$ cat config.mk
export PLATFORM = sky130hd
export DESIGN_NAME = flash_if_core
export DESIGN_NICKNAME = d
export VERILOG_FILES = /design/src/flash_if_pkg.sv /design/src/flash_if_core.sv
export VERILOG_INCLUDE_DIRS = /design/src
export SDC_FILE = /design/constraint.sdc
export NUM_CORES = 1
export LEC_CHECK = 0
export ABC_CLOCK_PERIOD_IN_PS = 21400
export BUFFER_PORTS_ARGS = -buffer_cell sky130_fd_sc_hd__buf_2
export CORE_MARGIN = 10
export CORE_UTILIZATION = 64
export CTS_BUF_LIST = sky130_fd_sc_hd__clkbuf_2 sky130_fd_sc_hd__clkbuf_4 sky130_fd_sc_hd__clkbuf_8
export CTS_CLUSTER_SIZE = 8
export DETAILED_ROUTE_END_ITERATION = 12
export GPL_TIMING_DRIVEN = 0
export PLACE_DENSITY_LB_ADDON = 0.25
export SLEW_MARGIN = 20
export SYNTH_ARGS = -nofsm -noshare
export SYNTH_HDL_FRONTEND = slang
export SYNTH_SLANG_ARGS = --single-unit
$ cat constraint.sdc
create_clock -name clk -period 21.4 [get_ports clk]
set_clock_uncertainty 0.15 [all_clocks]
set_input_delay 1.07 -clock clk [delete_from_list [all_inputs] [get_ports clk]]
set_output_delay 1.07 -clock clk [all_outputs]
set_load 0.005 [all_outputs]
$ cat src/flash_if_map.svh
// register offsets, field positions, reset values and timing counts
// assumes a 32-bit AXI4-Lite slave with word-aligned registers
`ifndef FLASH_IF_MAP_SVH
`define FLASH_IF_MAP_SVH
`define OFS_FOURTH_CONFIG   8'h00
`define OFS_CFG_NONVOLATILE 8'h04
`define OFS_CFG_VOLATILE    8'h08
`define OFS_STATUS          8'h0c
`define OFS_START_ADDR      8'h10
`define FOURTH_CONFIG_RESET 8'h00
`define CFG5_RESET          8'h40
`define WRAP_ENABLE_BIT     4
`define WRAP_LENGTH_LSB     0
`define RATE_SELECT_BIT     1
`define WIDTH_SELECT_BIT    0
`define WRAP_MIN_BYTES      32'h0000_0008
`define LEGACY_BITS_PER_BYTE 3'h7
`define RESP_OKAY           2'h0
`define RESP_SLVERR         2'h2
`endif

$ cat src/flash_if_pkg.sv
// types shared by the interface configuration and wrap sequencer
// offsets and reset values live in flash_if_map.svh
package flash_if_pkg;
  typedef struct packed {
    logic       reserved7;
    logic       reserved6;
    logic [3:0] reserved;
    logic       rate_select;
    logic       width_select;
  } cfg5_s;
  typedef struct packed {
    logic       wrap_enable;
    logic [1:0] wrap_length;
  } wrap_cfg_s;
  typedef struct packed {
    logic octal;
    logic ddr;
  } mode_s;
  typedef logic [31:0] addr_t;
endpackage

$ cat src/flash_if_core.sv
// interface configuration registers and burst-wrap read address sequencer
// assumes the host drives sck and cs_n asynchronously to clk; bus is AXI4-Lite
//
// The placing of the registers and the AXI4-Lite slave port were decided locally.
`timescale 1ns/100ps
`include "flash_if_map.svh"

// Notes on behaviour
// - wrap off: addresses increment linearly
// - 8-byte wrap: low three bits cycle
// - 16-byte wrap: 0f returns to 00
// - 32-byte wrap: 1f returns to 00
// - 64-byte wrap: 3f returns to 00
// - first byte is addressed byte, loops
// - rate bit only matters in octal
// - width bit: 0 single line, 1 octal
// - octal carries everything on eight lines
// - wrap enable: 0 linear, 1 wrapped
// - wrap length 00/01/10/11 = 8/16/32/64
module flash_if_core (
  // system
  input  wire logic                clk,
  input  wire logic                nrst,
  // link pins from host
  input  wire logic                sck,
  input  wire logic                cs_n,
  // array side
  output flash_if_pkg::addr_t      byte_addr,
  output logic                     byte_strobe,
  output flash_if_pkg::mode_s      active_mode,
  output logic [3:0]               io_lanes,
  // axi4-lite write
  input  wire logic [7:0]          s_awaddr,
  input  wire logic                s_awvalid,
  output logic                     s_awready,
  input  wire logic [31:0]         s_wdata,
  input  wire logic [3:0]          s_wstrb,
  input  wire logic                s_wvalid,
  output logic                     s_wready,
  output logic [1:0]               s_bresp,
  output logic                     s_bvalid,
  input  wire logic                s_bready,
  // axi4-lite read
  input  wire logic [7:0]          s_araddr,
  input  wire logic                s_arvalid,
  output logic                     s_arready,
  output logic [31:0]              s_rdata,
  output logic [1:0]               s_rresp,
  output logic                     s_rvalid,
  input  wire logic                s_rready
);
  import flash_if_pkg::*;

  logic [1:0] rst_sync;
  logic       rst_n;
  always_ff @(posedge clk or negedge nrst) begin
    if (!nrst) rst_sync <= 2'h0;
    else rst_sync <= {rst_sync[0], 1'b1};
  end
  assign rst_n = rst_sync[1];

  // pin synchronisers; a change counts once stages two and three agree
  logic [2:0] sck_s;
  logic [2:0] cs_s;
  logic       sck_f;
  logic       cs_f;
  always_ff @(posedge clk or negedge rst_n) begin
    if (!rst_n) begin
      sck_s <= 3'h0;
      cs_s  <= 3'h7;
      sck_f <= 1'b0;
      cs_f  <= 1'b1;
    end else begin
      sck_s <= {sck_s[1:0], sck};
      cs_s  <= {cs_s[1:0], cs_n};
      if (sck_s[1] == sck_s[2]) sck_f <= sck_s[2];
      if (cs_s[1] == cs_s[2]) cs_f <= cs_s[2];
    end
  end

  logic sck_next;
  logic cs_next;
  logic sck_rise;
  logic sck_fall;
  logic frame_start;
  logic in_frame;
  assign sck_next    = (sck_s[1] == sck_s[2]) ? sck_s[2] : sck_f;
  assign cs_next     = (cs_s[1] == cs_s[2]) ? cs_s[2] : cs_f;
  assign sck_rise    = !sck_f && sck_next && !cs_f;
  assign sck_fall    = sck_f && !sck_next && !cs_f;
  assign frame_start = cs_f && !cs_next;
  assign in_frame    = !cs_f;

  // registers
  logic [7:0] fourth_config_register;
  cfg5_s      interface_config_nonvolatile;
  cfg5_s      interface_config_volatile;
  addr_t      start_addr;
  logic       load_pending;
  wrap_cfg_s  wrap_cfg;
  assign wrap_cfg.wrap_enable = fourth_config_register[`WRAP_ENABLE_BIT];
  assign wrap_cfg.wrap_length = fourth_config_register[`WRAP_LENGTH_LSB +: 2];

  // axi write channel
  logic        aw_held;
  logic        w_held;
  logic [7:0]  aw_addr;
  logic [31:0] w_data;
  logic [3:0]  w_strb;
  logic        do_write;
  assign do_write = aw_held && w_held && !s_bvalid;

  always_ff @(posedge clk or negedge rst_n) begin
    if (!rst_n) begin
      aw_held   <= 1'b0;
      w_held    <= 1'b0;
      aw_addr   <= 8'h00;
      w_data    <= 32'h0;
      w_strb    <= 4'h0;
      s_awready <= 1'b0;
      s_wready  <= 1'b0;
      s_bvalid  <= 1'b0;
      s_bresp   <= `RESP_OKAY;
    end else begin
      s_awready <= !aw_held && !(s_awvalid && s_awready) && !s_bvalid;
      s_wready  <= !w_held && !(s_wvalid && s_wready) && !s_bvalid;
      if (s_awvalid && s_awready) begin
        aw_held <= 1'b1;
        aw_addr <= s_awaddr;
      end
      if (s_wvalid && s_wready) begin
        w_held <= 1'b1;
        w_data <= s_wdata;
        w_strb <= s_wstrb;
      end
      if (do_write) begin
        aw_held  <= 1'b0;
        w_held   <= 1'b0;
        s_bvalid <= 1'b1;
        unique case (aw_addr)
          `OFS_FOURTH_CONFIG, `OFS_CFG_NONVOLATILE, `OFS_CFG_VOLATILE,
          `OFS_START_ADDR: s_bresp <= `RESP_OKAY;
          default:         s_bresp <= `RESP_SLVERR;
        endcase
      end else if (s_bvalid && s_bready) begin
        s_bvalid <= 1'b0;
      end
    end
  end

  // register storage; reserved bits are stored as the host writes them
  always_ff @(posedge clk or negedge rst_n) begin
    if (!rst_n) begin
      fourth_config_register       <= `FOURTH_CONFIG_RESET;
      interface_config_nonvolatile <= `CFG5_RESET;
      interface_config_volatile    <= `CFG5_RESET;
      start_addr                   <= 32'h0;
      load_pending                 <= 1'b1;
    end else begin
      load_pending <= 1'b0;
      if (load_pending) interface_config_volatile <= interface_config_nonvolatile;
      if (do_write) begin
        if (aw_addr == `OFS_FOURTH_CONFIG && w_strb[0]) fourth_config_register <= w_data[7:0];
        if (aw_addr == `OFS_CFG_NONVOLATILE && w_strb[0])
          interface_config_nonvolatile <= w_data[7:0];
        if (aw_addr == `OFS_CFG_VOLATILE && w_strb[0] && !load_pending)
          interface_config_volatile <= w_data[7:0];
        if (aw_addr == `OFS_START_ADDR) begin
          for (int i = 0; i < 4; i++) begin
            if (w_strb[i]) start_addr[i*8 +: 8] <= w_data[i*8 +: 8];
          end
        end
      end
    end
  end

  // axi read channel
  always_ff @(posedge clk or negedge rst_n) begin
    if (!rst_n) begin
      s_arready <= 1'b0;
      s_rvalid  <= 1'b0;
      s_rdata   <= 32'h0;
      s_rresp   <= `RESP_OKAY;
    end else begin
      s_arready <= !s_rvalid && !(s_arvalid && s_arready);
      if (s_arvalid && s_arready) begin
        s_rvalid <= 1'b1;
        s_rresp  <= `RESP_OKAY;
        unique case (s_araddr)
          `OFS_FOURTH_CONFIG:   s_rdata <= {24'h0, fourth_config_register};
          `OFS_CFG_NONVOLATILE: s_rdata <= {24'h0, interface_config_nonvolatile};
          `OFS_CFG_VOLATILE:    s_rdata <= {24'h0, interface_config_volatile};
          `OFS_STATUS:          s_rdata <= {29'h0, in_frame, active_mode};
          `OFS_START_ADDR:      s_rdata <= start_addr;
          default: begin
            s_rdata <= 32'h0;
            s_rresp <= `RESP_SLVERR;
          end
        endcase
      end else if (s_rvalid && s_rready) begin
        s_rvalid <= 1'b0;
      end
    end
  end

  // active mode follows the volatile copy only outside a frame
  always_ff @(posedge clk or negedge rst_n) begin
    if (!rst_n) begin
      active_mode <= 2'h0;
      io_lanes    <= 4'h1;
    end else if (cs_f && cs_next) begin
      active_mode.octal <= interface_config_volatile.width_select;
      active_mode.ddr   <= interface_config_volatile.width_select
                           && interface_config_volatile.rate_select;
      io_lanes <= interface_config_volatile.width_select ? 4'h8 : 4'h1;
    end
  end

  // byte pacing: legacy 8 rises, octal sdr 1 rise, octal ddr each edge
  logic [2:0] bit_cnt;
  logic       byte_evt;
  always_comb begin
    if (active_mode.ddr) byte_evt = sck_rise || sck_fall;
    else if (active_mode.octal) byte_evt = sck_rise;
    else byte_evt = sck_rise && (bit_cnt == `LEGACY_BITS_PER_BYTE);
  end

  always_ff @(posedge clk or negedge rst_n) begin
    if (!rst_n) bit_cnt <= 3'h0;
    else if (frame_start) bit_cnt <= 3'h0;
    else if (sck_rise && !active_mode.octal) bit_cnt <= bit_cnt + 3'h1;
  end

  // address sequencer
  addr_t cur_addr;
  addr_t wrap_mask;
  addr_t next_addr;
  addr_t step_addr;
  assign wrap_mask = (`WRAP_MIN_BYTES << wrap_cfg.wrap_length) - 32'h1;
  assign step_addr = cur_addr + 32'h1;
  assign next_addr = wrap_cfg.wrap_enable
                   ? ((cur_addr & ~wrap_mask) | (step_addr & wrap_mask))
                   : step_addr;

  always_ff @(posedge clk or negedge rst_n) begin
    if (!rst_n) begin
      cur_addr    <= 32'h0;
      byte_addr   <= 32'h0;
      byte_strobe <= 1'b0;
    end else begin
      byte_strobe <= byte_evt;
      if (frame_start) cur_addr <= start_addr;
      else if (byte_evt) begin
        byte_addr <= cur_addr;
        cur_addr  <= next_addr;
      end
    end
  end

  // marks that the next byte is the first of the frame
  logic first_due;
  always_ff @(posedge clk or negedge rst_n) begin
    if (!rst_n) first_due <= 1'b0;
    else if (frame_start) first_due <= 1'b1;
    else if (byte_evt) first_due <= 1'b0;
  end
endmodule // flash_if_core

==> flow_summary.yaml, run 1 <==
placement:
  dpl_cell_area_um2: 10600
  pre_cts_ws_ns: 17.77
  port_buffers: 136
  gp_congestion: 0.948
  hpwl_mm: 17.8
floorplanning:
  ioPinCount: 141
  die_w_um: 142
  dieArea_um2: 20200
  rows: 44
  die_h_um: 142
  coreArea_um2: 14600
  floorplan.initialDensity_pct: 65.6
grt:
  grt_overflow_total: 0
  grt_pass1_vias: 7527
  grt_max_degree: 58
  grtUsageTotal_pct: 24.7
  antenna_found_initial: 0
  grt_pass1_wl_mm: 40.2
final_layout:
  final_nets: 1051
  fill_cells: 936
  layout-drive-gt1-share_pct: 34.9
  area_growth_pct: 18.8
  fin_util_pct: 77.9
  final_area_um2: 11400
  antenna_cells: 0
timing:
  setup_tns_ns: 0
  final.setup.worst_slack_ns: 18.26
  finalSetupViolCount: 0
  slew_viol_final: 0
  hold_violations: 0
  clock.fmax_mhz: 318
  min_period_over_period_pct: 14.7
  worstMarginPinSlew_ns: 0.854
  max_slew_margin_pct: 42.7
  period_needed_ns: 3.14
  rsz0062_at_grt: "no"
synthesis:
  ys.flop_type: "dfrtp_1"
  synth_edf_count: 0
  ys_seq_area_share_pct: 58.4
  synth_top_area_share_pct: 56.2
  synth_cell_types: 60
  avgSynthCellArea_um2: 11.9
  synth_cells: 802
  synth_top_family_by_area: "multiplexers"
  netlist_area_um2: 9570
  synth_compound_gate_area_share_pct: 8.38
  yosysMostFrequentCell: "dfrtp_1"
  synthSimpleGateAreaFrac_pct: 12.1
  synth-seq-cells: 223
  synthMuxAreaShare_pct: 16.2
  synth_top_cell_by_area: "dfrtp_1"
  postSynth.asyncResetShare_pct: 100
  synth_fa_ha_area_share_pct: 0.863
  synth_xor_area_share_pct: 1.65
  synthTopCellsByCount: "dfrtp_1 (215), mux2_2 (122), nand2_1 (96), o21ai_0 (63), nor2_1 (40)"
  yosys-top-cells-area: "dfrtp_1 (56%), mux2_2 (14%), nand2_1 (3.8%)"
  ys.warnings.count: 0
power_and_ir_drop:
  powerDensity_nw_per_um2: 97.0
  clkPwrFrac_pct: 35.6
  pwr-share-seq_pct: 50.5
  vdd_drop_max_mv: 0.0774
  p_switching_mw: 0.300
  sw_frac_of_total_pct: 27.2
  p_int_mw: 0.802
  p_leak_nw: 5.45
  pwr-share-comb_pct: 13.9
clock_tree:
  clk_pin_slew_ns: 0.06
  h-tree-depth: 2
  cts_hold_buffers: 0
  cts_sinks: 223
  clk_latency_ns: 0.53
  numCtsBuffers: 37
  post_cts_buffers: 0
  cts-root-buf: "clkbuf_8"
  cts_buffer_depth: 3
  cts_tree: "done"
  post_cts_resized: 0
worst_setup_path:
  crit_type: "in2reg"
  r2r_start: "cs_f"
  crit_start: "s_araddr[7]"
  crit_buf_inv: 2
  worstPathCellList: "buf_2, or4_1, nor3_1, clkbuf_1, a222oi_1, o21ai_0"
  cp-start-kind: "input pin"
  worst_r2r_path_depth: 6
  worst_setup_path_end_kind: "flop"
  required_ns: 21.68
  r2r_slack_ns: 18.34
  crit_path_top_delay_cell: "nor3_1"
  critical_path.top_delay_family: "simple AND/OR/NAND/NOR gates"
  worstPathMaxFanout: 10
  path_depth: 6
  cp_data_arrival_time_ns: 3.42
  slowest_delay_ns: 0.72
drt:
  ant_nets: 0
  drtIter0Drc: 724
  drtPass1Iterations: 7
  routedWlPerCell_um: 21.0
  drc: 0
  viasPerCell: 6.08
  num_vias: 7261
  wl_mm: 25.1
outcome:
  status: "finished clean"
job:
  drv_cap: 0
worst_hold_path:
  min_path_type: "reg2async"
-- cell usage in the layout, fill, tap and decap left out, types with 6 or more instances in the layout --
cell type,count
dfrtp_1,214
buf_2,139
mux2_2,122
nand2_1,96
o21ai_0,63
nor2_1,40
clkbuf_8,40
clkbuf_1,33
a21oi_1,24
clkbuf_4,19
xnor2_1,14
nand3_1,12
nor3_1,11
nand4_1,11
nor4_1,11
inv_1,10
mux2i_1,10
dfstp_2,8
and2_1,6
nor2b_1,6
a22oi_1,6
conb_1,6
-- stage by stage --
step | instances | hold slack [ns] | total power, mW
global placement | 1126 | 0.190 | 0.699
CTS | 1194 | 0.148 | 1.11
floorplan | 806 | 0.181 | 0.649
finish | 1194 | 0.139 | 1.10
detailed placement | 1130 | 0.141 | 0.712
global route | 1194 | 0.147 | 1.15
-- cell type report --
type / count / area, um2 / area share (%)
inverters: 10 / 37.5 / 0.330
multi-input cells: 532 / 3780 / 33.2
clock inverters: 5 / 80.1 / 0.705
flip-flops and latches: 223 / 5590 / 49.2
clock buffers: 59 / 693 / 6.10
well taps: 184 / 230 / 2.03
plain buffers: 41 / 176 / 1.55
repair buffers: 140 / 776 / 6.83
-- per-layer routing --
layer / routed length, um / part of all wire [%] / GRT usage (%) / vias up
li1: - / - / - / 3241
met1: 10200 / 41 / 32.1 / 3598
met2: 11900 / 47 / 39.4 / 364
met3: 2330 / 9.3 / 6.21 / 58
met4: 722 / 2.9 / 9.20 / 0
met5: 0 / 0 / 0 / -
-- power groups by stage --
stage               registers, mW  clock network, mW  logic [mW]
floorplan                   0.543                  0       0.105
global placement            0.563                  0       0.136
detailed placement          0.560                  0       0.151
CTS                         0.554              0.398       0.154
global route                0.566              0.417       0.169
finish                      0.557              0.392       0.153
-- kinds of logic (layout without fill, tap and decap cells) --
kind of cell    after synthesis  count (layout)
xor+xnor                     18              18
mux                         136             136
fa+ha+maj                     7               7
simple gates                232             232
compound gates              133             133
buf+inv                      51             255
flops                       223             223
other cells                   2               6
-- worst max path at each step --
stage | to | slack (ns)
2_1_floorplan | asynchronous set/reset pin | 14.59
3_3_place_gp | start_addr[19] | 12.22
3_5_place_dp | s_rdata[7] | 17.77
4_1_cts | s_rdata[7] | 18.28
5_1_grt | s_rdata[4] | 18.10
6_report | s_rdata[7] | 18.26
(Power assumes the default switching activity.)
==> inputs of run 2 (changes only) <==
Settings changed: ABC_CLOCK_PERIOD_IN_PS 21400 to 2600, CORE_UTILIZATION 64 to 53.
Clock period 21.4 ns to 2.6 ns, I/O delays scaled along.
==> run 2 against run 1 <==
Largest power group unchanged. Critical path depth up 2. Final cell count up 8.5%. Sequential cell count unchanged. Global-route usage down 4.2 points. First-iteration DRC count down 3.9%. Combinational power rose to 8.4 times the previous value. Highest routed layer unchanged. Largest cell class unchanged. Clock-buffer cell count up 4.
==> flow_summary.yaml, run 2 (synthesis results as in run 1) <==
job:
  drv_cap: 0
worst_setup_path:
  critical_path.top_delay_family: "compound AO/OA/AOI/OAI gates"
  cp-start-kind: "flop"
  path_depth: 8
  worstPathCellList: "ha_1, ha_1, nor2_1, o211a_1, clkbuf_1, nor4_1, xnor2_1, o21ai_0"
  crit_buf_inv: 1
  slowest_delay_ns: 0.43
  worst_setup_path_end_kind: "flop"
  crit_path_top_delay_cell: "clkbuf_1"
  crit_start: "bit_cnt[0]"
  r2r_start: "bit_cnt[0]"
  r2r_slack_ns: 0.14
  worst_r2r_path_depth: 8
  crit_top_cell: "ha_1"
  required_ns: 2.87
  cp_data_arrival_time_ns: 2.73
  crit_type: "reg2reg"
  worstPathMaxFanout: 10
drt:
  dr_wl_met2_mm: 11.7
  num_vias: 7310
  wl_met1_mm: 10.5
  drtIter0Drc: 696
  drtPass1Iterations: 5
  highest_layer: "met4"
  ant_nets: 0
  viasPerCell: 5.64
  met3_length_mm: 1.86
  routedWlPerCell_um: 19.2
  wl_mm: 24.9
  drc: 0
power_and_ir_drop:
  vdd_drop_max_mv: 0.715
  powerDensity_nw_per_um2: 749
  p_leak_nw: 5.71
floorplanning:
  ioPinCount: 141
  rows: 49
  floorplan.initialDensity_pct: 53.6
  coreArea_um2: 17800
  die_h_um: 154
  dieArea_um2: 23800
  die_w_um: 154
placement:
  dpl_cell_area_um2: 10600
  port_buffers: 136
  hpwl_mm: 17.4
  pre_cts_ws_ns: -0.385
  gp_congestion: 0.897
clock_tree:
  cts_tree: "done"
  clk_latency_ns: 0.53
  cts-root-buf: "clkbuf_8"
  cts_buffer_depth: 3
  cts_sinks: 223
  numCtsBuffers: 38
  h-tree-depth: 2
  clk_pin_slew_ns: 0.06
final_layout:
  layout_commonest_cell: "dfrtp_1"
  area_growth_pct: 25.4
  final_nets: 1106
  antenna_cells: 0
  final_area_um2: 12000
  final_cell_mix: "dfrtp_1 (213), buf_2 (139), mux2_2 (122)"
  layout-drive-gt1-share_pct: 34.7
grt:
  grt_max_degree: 53
  grtUsageTotal_pct: 20.5
  grt_pass1_vias: 7417
  antenna_found_initial: 0
  grt_overflow_total: 0
  grt_pass1_wl_mm: 39.8
timing:
  max_slew_margin_pct: 50.0
  final.setup.worst_slack_ns: 0.144
  finalSetupViolCount: 0
  period_needed_ns: 2.46
  worstMarginPinSlew_ns: 0.749
  min_period_over_period_pct: 94.5
  clock.fmax_mhz: 407
  slew_viol_final: 0
  hold_violations: 0
outcome:
  status: "finished clean"
worst_hold_path:
  min_path_type: "in2reg"
-- run 2: cell types whose count changed in the layout (fill, tap and decap cells not counted), moves of 4 or more --
cell	delta
clkbuf_4	+4
dlygate4sd3_1	+55
clkbuf_2	+6
clkbuf_1	-9
-- run 2: how the worst min path moves through the flow --
stage / startpoint / to / slack [ns] / cells past startpoint
after floorplan: nrst / rst_sync[0] / -0.32 / 0
after global placement: nrst / rst_sync[0] / -0.23 / 1
after detailed placement: nrst / rst_sync[0] / -0.23 / 1
after CTS: s_araddr[3] / s_rdata[0] / 0.02 / 4
after global routing: s_araddr[3] / s_rdata[0] / 0.06 / 4
final: s_araddr[3] / s_rdata[0] / 0.04 / 4
-- run 2: final cells by class --
type,count,area [um2]
fillers,1329,5850
well taps,229,287
inverters,10,37.5
repair buffers,195,1330
clock buffers,63,736
plain buffers,40,188
multi-input cells,532,3800
clock inverters,4,26.3
flip-flops and latches,223,5600
-- run 2: per-layer routing --
metal | global-route usage, % | vias to the layer above
li1 | - | 3360
met5 | 0 | -
met2 | 32.9 | 270
met1 | 26.1 | 3630
met4 | 7.69 | 0
met3 | 5.60 | 50
-- run 2: what timing repair did --
action	in CTS	in global routing
pin swaps	0	0
endpoints found under the hold margin	56	0
setup endpoints to repair	40	66
resized for setup	6	15
hold buffers	55	0
setup buffers	0	0
-- run 2: stage by stage --
stage | util [%] | TNS (ns) | hold WS [ns] | power [mW] | std cells
after floorplan | - | 0 | -0.316 | 5.34 | 806
after global placement | 59.1 | -139.12 | -0.235 | 5.75 | 1171
after detailed placement | 59.7 | -10.94 | -0.233 | 5.83 | 1175
after CTS | 67.1 | 0 | 0.0203 | 9.03 | 1297
after global routing | 67.2 | -0.0222 | 0.0602 | 9.44 | 1296
final | 67.2 | 0 | 0.0444 | 8.98 | 1296
-- run 2: where the power goes --
part	switching, mW	leakage [nW]	internal [mW]
registers	0.501	2.92	4.06
clock network	1.35	0.411	1.78
logic	0.578	2.37	0.716
total	2.42	5.71	6.56
-- run 2: tightest hold or removal path: stages --
cell     delay, ns
buf_2         0.16
mux4_2        0.20
a22oi_1       0.06
o21ai_0       0.14
